--- src/pkg/fsk_cfg_pkg.sv ---
// constants, types and helpers shared by both ends of the modem configuration link
package fsk_cfg_pkg;

  // crystal is the system clock
  localparam int XTAL_HZ             = 10_000_000;
  localparam int MIN_SYM_RATE        = 2400;
  localparam int MAX_SYM_RATE        = 9600;
  localparam int SETTLE_SYMBOLS      = 20;
  localparam int NARROW_WAIT_SYMBOLS = 200;

  // register selection on the link
  localparam logic SEL_CONTROL = 1'b0;
  localparam logic SEL_MODE    = 1'b1;

  // modem_control fields
  localparam int DIV_HI = 7;
  localparam int DIV_LO = 6;
  localparam int TOL_HI = 5;
  localparam int TOL_LO = 4;
  localparam int LEV_HI = 3;
  localparam int LEV_LO = 2;
  localparam int BW_HI  = 1;
  localparam int BW_LO  = 0;

  // operating_mode fields
  localparam int IRQ_EN_BIT = 7;
  localparam int INV_BIT    = 6;
  localparam int TX_BIT     = 5;
  localparam int EYE_BIT    = 4;
  localparam int POWER_SAVE_BIT  = 3;
  localparam logic [7:0] MODE_WRITE_MASK = 8'hF8;

  localparam logic [7:0] CONTROL_RST      = 8'h00;
  localparam logic [7:0] MODE_RST         = 8'h00;
  // divider 2048, four mismatches, level track, medium loop
  localparam logic [7:0] HOST_CONTROL_RST = 8'hA6;
  localparam logic [7:0] HOST_MODE_RST    = 8'h00;

  // host command port map
  localparam logic [1:0] ADDR_CONTROL = 2'h0;
  localparam logic [1:0] ADDR_MODE    = 2'h1;
  localparam logic [1:0] ADDR_STATUS  = 2'h2;
  localparam int ST_SETTLING   = 0;
  localparam int ST_RATE_ERR   = 1;
  localparam int ST_NARROW_ERR = 2;

  localparam logic [12:0] DIV_BASE     = 13'h0200;
  localparam logic [7:0]  MISMATCH_MAX = 8'hFF;

  typedef enum logic [1:0] {
    LEV_HOLD  = 2'b00,
    LEV_TRACK = 2'b01,
    LEV_LOSSY = 2'b10,
    LEV_SLOW  = 2'b11
  } level_mode_t;

  typedef enum logic [1:0] {
    BW_HOLD   = 2'b00,
    BW_NARROW = 2'b01,
    BW_MEDIUM = 2'b10,
    BW_WIDE   = 2'b11
  } loop_bw_t;

  function automatic logic [12:0] div_ratio(input logic [1:0] code);
    div_ratio = DIV_BASE << code;
  endfunction : div_ratio

  function automatic logic rate_in_range(input logic [1:0] code);
    int rate;
    rate = XTAL_HZ / int'(div_ratio(code));
    rate_in_range = (rate >= MIN_SYM_RATE) && (rate <= MAX_SYM_RATE);
  endfunction : rate_in_range

  // symbol codes 00=-3 01=-1 10=+1 11=+3, distance in level steps
  function automatic logic [1:0] level_distance(input logic [1:0] a, input logic [1:0] b);
    level_distance = (a > b) ? 2'(a - b) : 2'(b - a);
  endfunction : level_distance

endpackage : fsk_cfg_pkg

--- src/pkg/fsk_cfg_if.sv ---
// register write link between host controller and modem configuration bank
`timescale 1ns/1ns
interface fsk_cfg_if;
  logic       wr_stb;
  logic       reg_sel;
  logic [7:0] wr_data;

  modport dev  (input  wr_stb, input  reg_sel, input  wr_data);
  modport host (output wr_stb, output reg_sel, output wr_data);
endinterface : fsk_cfg_if

--- src/design/fsk_cfg_device.sv ---
// modem-side configuration registers and the logic they steer
`timescale 1ns/1ns
module fsk_cfg_device
  import fsk_cfg_pkg::*;
(
  // clock, reset, enable
  input  wire logic       CLOCK,
  input  wire logic       RSTN,
  input  wire logic       CE,
  // register link
  fsk_cfg_if.dev          LINK,
  // status and sequencer inputs
  input  wire logic       STATUS_IRQ,
  input  wire logic       LEVEL_ACQ,
  input  wire logic       CLOCK_ACQ,
  // frame sync comparison
  input  wire logic       SYNC_START,
  input  wire logic       SYM_VALID,
  input  wire logic [1:0] RX_SYM,
  input  wire logic [1:0] EXP_SYM,
  input  wire logic       SYNC_LAST,
  // timing and modes
  output logic            SYMBOL_TICK,
  output logic            TX_MODE,
  output logic            INVERT_TX,
  output logic            INVERT_RX,
  output logic [1:0]      LEVEL_MODE,
  output logic            CAP_FLOAT,
  output logic [1:0]      LOOP_BW,
  output logic            LOOP_OPEN,
  output logic            EYE_ROUTE,
  output logic            POWER_DOWN,
  // events to task logic
  output logic            TASK_CANCEL,
  output logic            BUFFER_FREE_FLAG_SET,
  output logic            SYNC_FOUND,
  // open-drain interrupt pin
  output logic            IRQ_N_OUT,
  output logic            IRQ_N_OE
);

  typedef enum logic {
    SRCH_IDLE = 1'b0,
    SRCH_RUN  = 1'b1
  } search_state_t;

  logic [7:0]    control_r;
  logic [7:0]    mode_r;
  logic [12:0]   div_cnt_r;
  logic [12:0]   div_cnt_nxt;
  logic [7:0]    mism_r;
  logic [7:0]    mism_nxt;
  logic [3:0]    limit;
  search_state_t srch_r;
  logic          acq_found_r;
  logic          rx_mode;
  logic          tx_new;
  logic          ps_new;
  logic          mode_wr;
  logic          ctrl_wr;
  level_mode_t   lev_eff;
  loop_bw_t      bw_eff;

  assign ctrl_wr = LINK.wr_stb && (LINK.reg_sel == SEL_CONTROL);
  assign mode_wr = LINK.wr_stb && (LINK.reg_sel == SEL_MODE);
  assign tx_new  = LINK.wr_data[TX_BIT];
  assign ps_new  = LINK.wr_data[POWER_SAVE_BIT];
  assign rx_mode = !mode_r[TX_BIT];

  // write only: no read path exists, values persist until rewritten
  always_ff @(posedge CLOCK)
  begin
    if (!RSTN)
    begin
      control_r <= CONTROL_RST;
    end
    else if (CE && ctrl_wr)
    begin
      control_r <= LINK.wr_data;
    end
  end

  always_ff @(posedge CLOCK)
  begin
    if (!RSTN)
    begin
      mode_r <= MODE_RST;
    end
    else if (CE && mode_wr)
    begin
      mode_r <= LINK.wr_data;
    end
  end

  // mode change events, one cycle each
  always_ff @(posedge CLOCK)
  begin
    if (!RSTN)
    begin
      TASK_CANCEL <= 1'b0;
      BUFFER_FREE_FLAG_SET   <= 1'b0;
    end
    else if (CE)
    begin
      TASK_CANCEL <= mode_wr && (tx_new != mode_r[TX_BIT]);
      // no interrupt request goes with this set
      BUFFER_FREE_FLAG_SET   <= mode_wr && ((tx_new != mode_r[TX_BIT]) ||
                                 (ps_new != mode_r[POWER_SAVE_BIT]));
    end
  end

  // symbol rate divider from the crystal clock
  always_comb
  begin
    if (div_cnt_r >= 13'(div_ratio(control_r[DIV_HI:DIV_LO]) - 13'h0001))
    begin
      div_cnt_nxt = 13'h0000;
    end
    else
    begin
      div_cnt_nxt = div_cnt_r + 13'h0001;
    end
  end

  always_ff @(posedge CLOCK)
  begin
    if (!RSTN)
    begin
      div_cnt_r   <= 13'h0000;
      SYMBOL_TICK <= 1'b0;
    end
    else if (CE)
    begin
      div_cnt_r   <= div_cnt_nxt;
      SYMBOL_TICK <= (div_cnt_nxt == 13'h0000);
    end
  end

  // frame sync search: accumulate level distances, saturating
  always_comb
  begin
    mism_nxt = mism_r;
    if (SYM_VALID)
    begin
      if (mism_r > 8'(MISMATCH_MAX - 8'h03))
      begin
        mism_nxt = MISMATCH_MAX;
      end
      else
      begin
        mism_nxt = mism_r + 8'(level_distance(RX_SYM, EXP_SYM));
      end
    end
  end

  // tolerance code times two, widened to the limit's four bits
  assign limit = {1'b0, control_r[TOL_HI:TOL_LO], 1'b0};

  always_ff @(posedge CLOCK)
  begin
    if (!RSTN)
    begin
      srch_r     <= SRCH_IDLE;
      mism_r     <= 8'h00;
      SYNC_FOUND <= 1'b0;
    end
    else if (CE)
    begin
      SYNC_FOUND <= 1'b0;
      case (srch_r)
        SRCH_IDLE:
        begin
          // tolerance has no meaning while transmitting
          if (SYNC_START && rx_mode)
          begin
            srch_r <= SRCH_RUN;
            mism_r <= 8'h00;
          end
        end
        SRCH_RUN:
        begin
          if (!rx_mode)
          begin
            srch_r <= SRCH_IDLE;
          end
          else if (SYM_VALID && SYNC_LAST)
          begin
            srch_r     <= SRCH_IDLE;
            SYNC_FOUND <= (mism_nxt <= 8'(limit));
          end
          else
          begin
            mism_r <= mism_nxt;
          end
        end
        default:
        begin
          srch_r <= SRCH_IDLE;
        end
      endcase
    end
  end

  // remembers that sync was seen in the current level acquisition
  always_ff @(posedge CLOCK)
  begin
    if (!RSTN)
    begin
      acq_found_r <= 1'b0;
    end
    else if (CE)
    begin
      if (!LEVEL_ACQ)
      begin
        acq_found_r <= 1'b0;
      end
      else if (SYNC_FOUND)
      begin
        acq_found_r <= 1'b1;
      end
    end
  end

  always_comb
  begin
    if (LEVEL_ACQ && !acq_found_r)
    begin
      lev_eff = LEV_SLOW;
    end
    else
    begin
      lev_eff = level_mode_t'(control_r[LEV_HI:LEV_LO]);
    end
    if (CLOCK_ACQ)
    begin
      bw_eff = BW_WIDE;
    end
    else
    begin
      bw_eff = loop_bw_t'(control_r[BW_HI:BW_LO]);
    end
  end

  // receive path settings, parked when transmitting
  always_ff @(posedge CLOCK)
  begin
    if (!RSTN)
    begin
      LEVEL_MODE <= LEV_HOLD;
      CAP_FLOAT  <= 1'b0;
      LOOP_BW    <= BW_HOLD;
      LOOP_OPEN  <= 1'b0;
    end
    else if (CE)
    begin
      LEVEL_MODE <= rx_mode ? lev_eff : LEV_HOLD;
      CAP_FLOAT  <= rx_mode && (lev_eff == LEV_HOLD);
      LOOP_BW    <= rx_mode ? bw_eff : BW_HOLD;
      // open loop runs free on crystal and divider only
      LOOP_OPEN  <= rx_mode && (bw_eff == BW_HOLD);
    end
  end

  // mode outputs
  always_ff @(posedge CLOCK)
  begin
    if (!RSTN)
    begin
      TX_MODE    <= 1'b0;
      INVERT_TX  <= 1'b0;
      INVERT_RX  <= 1'b0;
      EYE_ROUTE  <= 1'b0;
      POWER_DOWN <= 1'b0;
    end
    else if (CE)
    begin
      TX_MODE    <= mode_r[TX_BIT];
      // default sense: +3 above bias on tx, below bias on rx
      INVERT_TX  <= mode_r[INV_BIT];
      INVERT_RX  <= !mode_r[INV_BIT];
      // tx buffer is off in powersave, so no eye either
      EYE_ROUTE  <= mode_r[EYE_BIT] && rx_mode && !mode_r[POWER_SAVE_BIT];
      POWER_DOWN <= mode_r[POWER_SAVE_BIT];
    end
  end

  // pin is pulled low only, never driven high
  always_ff @(posedge CLOCK)
  begin
    if (!RSTN)
    begin
      IRQ_N_OUT <= 1'b0;
      IRQ_N_OE  <= 1'b0;
    end
    else if (CE)
    begin
      IRQ_N_OUT <= 1'b0;
      IRQ_N_OE  <= mode_r[IRQ_EN_BIT] && STATUS_IRQ;
    end
  end

endmodule : fsk_cfg_device

--- src/flat_wrapper.sv ---
// flat-port wrapper written by rule: the top's interface ports become plain ports
module fsk_cfg_device_flat import fsk_cfg_pkg::*;
  (CLOCK, RSTN, CE, STATUS_IRQ, LEVEL_ACQ, CLOCK_ACQ, SYNC_START, SYM_VALID, RX_SYM, EXP_SYM, SYNC_LAST, SYMBOL_TICK, TX_MODE, INVERT_TX, INVERT_RX, LEVEL_MODE, CAP_FLOAT, LOOP_BW, LOOP_OPEN, EYE_ROUTE, POWER_DOWN, TASK_CANCEL, BUFFER_FREE_FLAG_SET, SYNC_FOUND, IRQ_N_OUT, IRQ_N_OE, LINK_wr_stb, LINK_reg_sel, LINK_wr_data);
  fsk_cfg_if LINK_i ();
  input  wire logic CLOCK;
  input  wire logic RSTN;
  input  wire logic CE;
  input  wire logic STATUS_IRQ;
  input  wire logic LEVEL_ACQ;
  input  wire logic CLOCK_ACQ;
  input  wire logic SYNC_START;
  input  wire logic SYM_VALID;
  input  wire logic [1:0] RX_SYM;
  input  wire logic [1:0] EXP_SYM;
  input  wire logic SYNC_LAST;
  output logic SYMBOL_TICK;
  output logic TX_MODE;
  output logic INVERT_TX;
  output logic INVERT_RX;
  output logic [1:0] LEVEL_MODE;
  output logic CAP_FLOAT;
  output logic [1:0] LOOP_BW;
  output logic LOOP_OPEN;
  output logic EYE_ROUTE;
  output logic POWER_DOWN;
  output logic TASK_CANCEL;
  output logic BUFFER_FREE_FLAG_SET;
  output logic SYNC_FOUND;
  output logic IRQ_N_OUT;
  output logic IRQ_N_OE;
  input wire logic [$bits(LINK_i.wr_stb)-1:0] LINK_wr_stb;
  input wire logic [$bits(LINK_i.reg_sel)-1:0] LINK_reg_sel;
  input wire logic [$bits(LINK_i.wr_data)-1:0] LINK_wr_data;
  assign LINK_i.wr_stb = LINK_wr_stb;
  assign LINK_i.reg_sel = LINK_reg_sel;
  assign LINK_i.wr_data = LINK_wr_data;
  fsk_cfg_device u_core (.CLOCK(CLOCK), .RSTN(RSTN), .CE(CE), .LINK(LINK_i), .STATUS_IRQ(STATUS_IRQ), .LEVEL_ACQ(LEVEL_ACQ), .CLOCK_ACQ(CLOCK_ACQ), .SYNC_START(SYNC_START), .SYM_VALID(SYM_VALID), .RX_SYM(RX_SYM), .EXP_SYM(EXP_SYM), .SYNC_LAST(SYNC_LAST), .SYMBOL_TICK(SYMBOL_TICK), .TX_MODE(TX_MODE), .INVERT_TX(INVERT_TX), .INVERT_RX(INVERT_RX), .LEVEL_MODE(LEVEL_MODE), .CAP_FLOAT(CAP_FLOAT), .LOOP_BW(LOOP_BW), .LOOP_OPEN(LOOP_OPEN), .EYE_ROUTE(EYE_ROUTE), .POWER_DOWN(POWER_DOWN), .TASK_CANCEL(TASK_CANCEL), .BUFFER_FREE_FLAG_SET(BUFFER_FREE_FLAG_SET), .SYNC_FOUND(SYNC_FOUND), .IRQ_N_OUT(IRQ_N_OUT), .IRQ_N_OE(IRQ_N_OE));
endmodule
--- config.mk ---
export PLATFORM = sky130hd
export DESIGN_NAME = fsk_cfg_device_flat
export DESIGN_NICKNAME = d
export VERILOG_FILES = /design/src/pkg/fsk_cfg_pkg.sv /design/src/pkg/fsk_cfg_if.sv /design/src/design/fsk_cfg_device.sv /design/src/flat_wrapper.sv
export SDC_FILE = /design/constraint.sdc
export NUM_CORES = 1
export LEC_CHECK = 0
export BUFFER_PORTS_ARGS = -buffer_cell sky130_fd_sc_hd__buf_2
export CAP_MARGIN = 20
export CORE_ASPECT_RATIO = 1.2
export CORE_MARGIN = 2
export CORE_UTILIZATION = 30
export DETAILED_ROUTE_END_ITERATION = 8
export PLACE_DENSITY_LB_ADDON = 0.1
export REMOVE_ABC_BUFFERS = 1
export SLEW_MARGIN = 15
export SYNTH_ARGS = -nofsm -noshare
export SYNTH_HDL_FRONTEND = slang
export SYNTH_SLANG_ARGS = --single-unit
export TNS_END_PERCENT = 10
--- constraint.sdc ---
create_clock -name CLOCK -period 4.5 [get_ports CLOCK]
set_input_delay 0.9 -clock CLOCK [delete_from_list [all_inputs] [get_ports CLOCK]]
set_output_delay 0.9 -clock CLOCK [all_outputs]
set_load 0.1 [all_outputs]
==> results.sh <==
export IMPL_outcome="complete, no violations"
export IMPL_crit_path_cell_trace="buf_2 -> inv_1 -> ha_1 -> fa_1 -> mux2_2 -> o21ai_0 -> fa_1 -> a211oi_1 -> ha_1 -> a311o_1 -> o221a_2"
export IMPL_grt_pass1_wl_um=11940
export IMPL_fin_area_um2=3298
export IMPL_hold_buffers=0
export IMPL_slowest_stage="fa_1"
export IMPL_clkSinkCount=52
export IMPL_fmax_ghz=0.2813
export IMPL_synthCells=346
export IMPL_synthArstFlopShare=0
export IMPL_ys_warn_count=0
export IMPL_dp_hpwl_um=4874
export IMPL_leakage_nw=1.391
export IMPL_slowest_delay_ns=0.47
export IMPL_crit_buf_inv=2
export IMPL_setup_viol=0
export IMPL_dieArea_um2=10380
export IMPL_place_area_um2=3131
export IMPL_cts_buffers=5
export IMPL_dr_pass1_iters=4
export IMPL_core_area_um2=9418
export IMPL_hold_viol=0
export IMPL_max_slew_margin=0.4564
export IMPL_chipWidth_um=93.33
export IMPL_fin_skew_ns=0.008332
export IMPL_tritoncts="done"
export IMPL_grt_overflow_total=0
export IMPL_h_tree_depth=2
export IMPL_grt_pass1_vias=2409
export IMPL_hold_path_startpoint="u_core.LOOP_BW[0]"
export IMPL_fin_util=0.3502
export IMPL_grt_max_degree=47
export IMPL_yosysTopAreaCell="dfxtp_1"
export IMPL_fin_crit_sh=0.7901
export IMPL_n_antenna_cell=0
export IMPL_synth_cell_types=54
export IMPL_hp_class="flip-flop to flip-flop"
export IMPL_pin_count=40
export IMPL_p_per_area_nw_per_um2=323.7
export IMPL_wire_per_inst_um=14.28
export IMPL_drive_above_1_share=0.1478
export IMPL_cp_required_ns=4.70
export IMPL_clock_path_buffers=2
export IMPL_drtIter0Drc=112
export IMPL_synth_edf_count=0
export IMPL_rsz0062_at_grt="no"
export IMPL_finalWirelength_um=7070
export IMPL_insertion_delay_ns=0.30
export IMPL_end_kind="flip-flop"
export IMPL_via_per_inst=5.097
export IMPL_die_y_um=111.2
export IMPL_critical_path_arrival_ns=3.75
export IMPL_vias=2523
export IMPL_clk_pin_slew_worst_paths_ns=0.07
export IMPL_maxSlewViolCount=0
export IMPL_cts_root_buffer="clkbuf_16"
export IMPL_cts_resized=0
export IMPL_syn_to_final_growth_pct=14.81
export IMPL_ir_drop_v=0.0001964
export IMPL_synth_seq_cells=52
export IMPL_gr_usage_all_layers=0.1428
export IMPL_ys_seq_area_frac=0.3624
export IMPL_globalplace_congestion=0.8031
export IMPL_worst_pin_slew_ns=0.8087
export IMPL_maxCapViolCount=0
export IMPL_period_needed_ns=3.555
export IMPL_drc_errors=0
export IMPL_nFillCells=1015
export IMPL_path_delay_family="adder cells"
export IMPL_synth_top_area_share=0.3624
export IMPL_crit_reg2reg_launch="u_core.mism_r[2]"
export IMPL_cp_max_fo=2
export IMPL_finalPower_mw=1.068
export IMPL_rows=39
export IMPL_synthTopCellsByArea="dfxtp_1, mux2i_1, nor2_1, a21oi_1, ha_1"
export IMPL_path_class="input port to flip-flop"
export IMPL_setup_tns_ns=0
export IMPL_io_buffers=38
export IMPL_synthesis_area_um2=2873
export IMPL_synthFlopType="dfxtp_1"
export IMPL_initial_core_util=0.3050
export IMPL_setup_worst_path_start="RX_SYM[0]"
export IMPL_antenna_found_initial=0
export IMPL_post_cts_buffers=0
export IMPL_start_kind="input port"
export IMPL_ant_nets=0
export IMPL_avgSynthCellArea_um2=8.303
export IMPL_layout_nets=407
## cell usage after synthesis, drive strengths merged (2+ instances only)
library cell,instances
a211oi,3
a21o,3
a21oi,30
a2bb2oi,3
a31o,2
a31oi,2
a32o,8
and2,5
and3,6
buf,8
clkbuf,13
dfxtp,52
fa,2
ha,11
inv,12
mux2i,18
nand2,22
nand3,10
nand3b,4
nand4,5
nor2,45
nor2b,5
nor3,12
nor3b,4
nor4,5
o211ai,2
o21a,2
o21ai,25
or4,3
xnor2,6
xor2,3
## routing by layer
metal  track usage  vias to the layer above  part of all wire
li1              -                     1290                 -
met1        0.1821                     1171              0.46
met2        0.2355                       53              0.48
met3       0.03331                        9             0.047
met4       0.04706                        0             0.015
met5             0                        -                 0
## final timing paths
path | to | slack [ns] | cells past startpoint
setup / recovery | u_core.SYNC_FOUND | 0.94 | 11
hold / removal | u_core.LOOP_BW[0] | 0.46 | 2
setup reg to reg | u_core.SYNC_FOUND | 2.16 | 6
hold reg to reg | u_core.LOOP_BW[0] | 0.46 | 2
## final cells by class
class | count | area, um^2 | share of cell area
flip-flops and latches | 52 | 1041 | 0.3156
well taps | 123 | 153.9 | 0.04666
multi-input cells | 261 | 1693 | 0.5133
inverters | 12 | 45.04 | 0.01366
clock inverters | 2 | 38.79 | 0.01176
repair buffers | 39 | 197.7 | 0.05994
clock buffers | 6 | 128.9 | 0.03907
## tightest hold or removal path, delay by kind of cell (launching register included)
family	cells	cell delay [ns]
flip-flops	1	0.31
AND/OR/NAND/NOR	1	0.06
AO/OA/AOI/OAI	1	0.05
## registers in the layout, summed over array words and instances, names as in the netlist, 2 cells and up
signal,count
u_core.LOOP_BW,2
u_core.div_cnt_r,13
u_core.mism_r,8
u_core.control_r,8
u_core.mode_r,5
u_core.LEVEL_MODE,2
## metrics by stage
step                setup WS [ns]  std cells  hold slack [ns]
floorplan                  0.8886        325           0.4374
global placement           0.6455        487           0.4496
detailed placement         0.6375        487           0.4557
CTS                        0.9394        495           0.4672
global route               0.7783        495           0.4872
finish                     0.9448        495           0.4636
## layout by cell type, fill, tap and decap left out, drive strengths merged, types with 8 or more instances in the layout
master and count:
dfxtp 52, a32o 8, a21oi 30, nand2 22, o21ai 25, nor3 12
buf 39, nand3 10, inv 13, ha 11, nor2 45, mux2i 18
## cell families (layout without fill, tap and decap cells)
logic type / after synthesis / in the layout / share of synthesized area
AND/OR/NAND/NOR: 131 / 131 / 0.2365
AO/OA/AOI/OAI: 88 / 88 / 0.1956
flip-flops: 52 / 52 / 0.3624
buffers and inverters: 33 / 59 / 0.04834
multiplexers: 19 / 19 / 0.06664
adder cells (fa/ha/maj): 13 / 13 / 0.06185
XOR/XNOR: 9 / 9 / 0.02744
other: 1 / 1 / 0.001305
## report_power, final
group / switching [mW] / internal (mW) / total, mW
sequential: 0.00976 / 0.472 / 0.482
clock: 0.177 / 0.265 / 0.442
combinational: 0.102 / 0.0418 / 0.144
total: 0.289 / 0.779 / 1.07
Power figures use the tool's default switching activity.
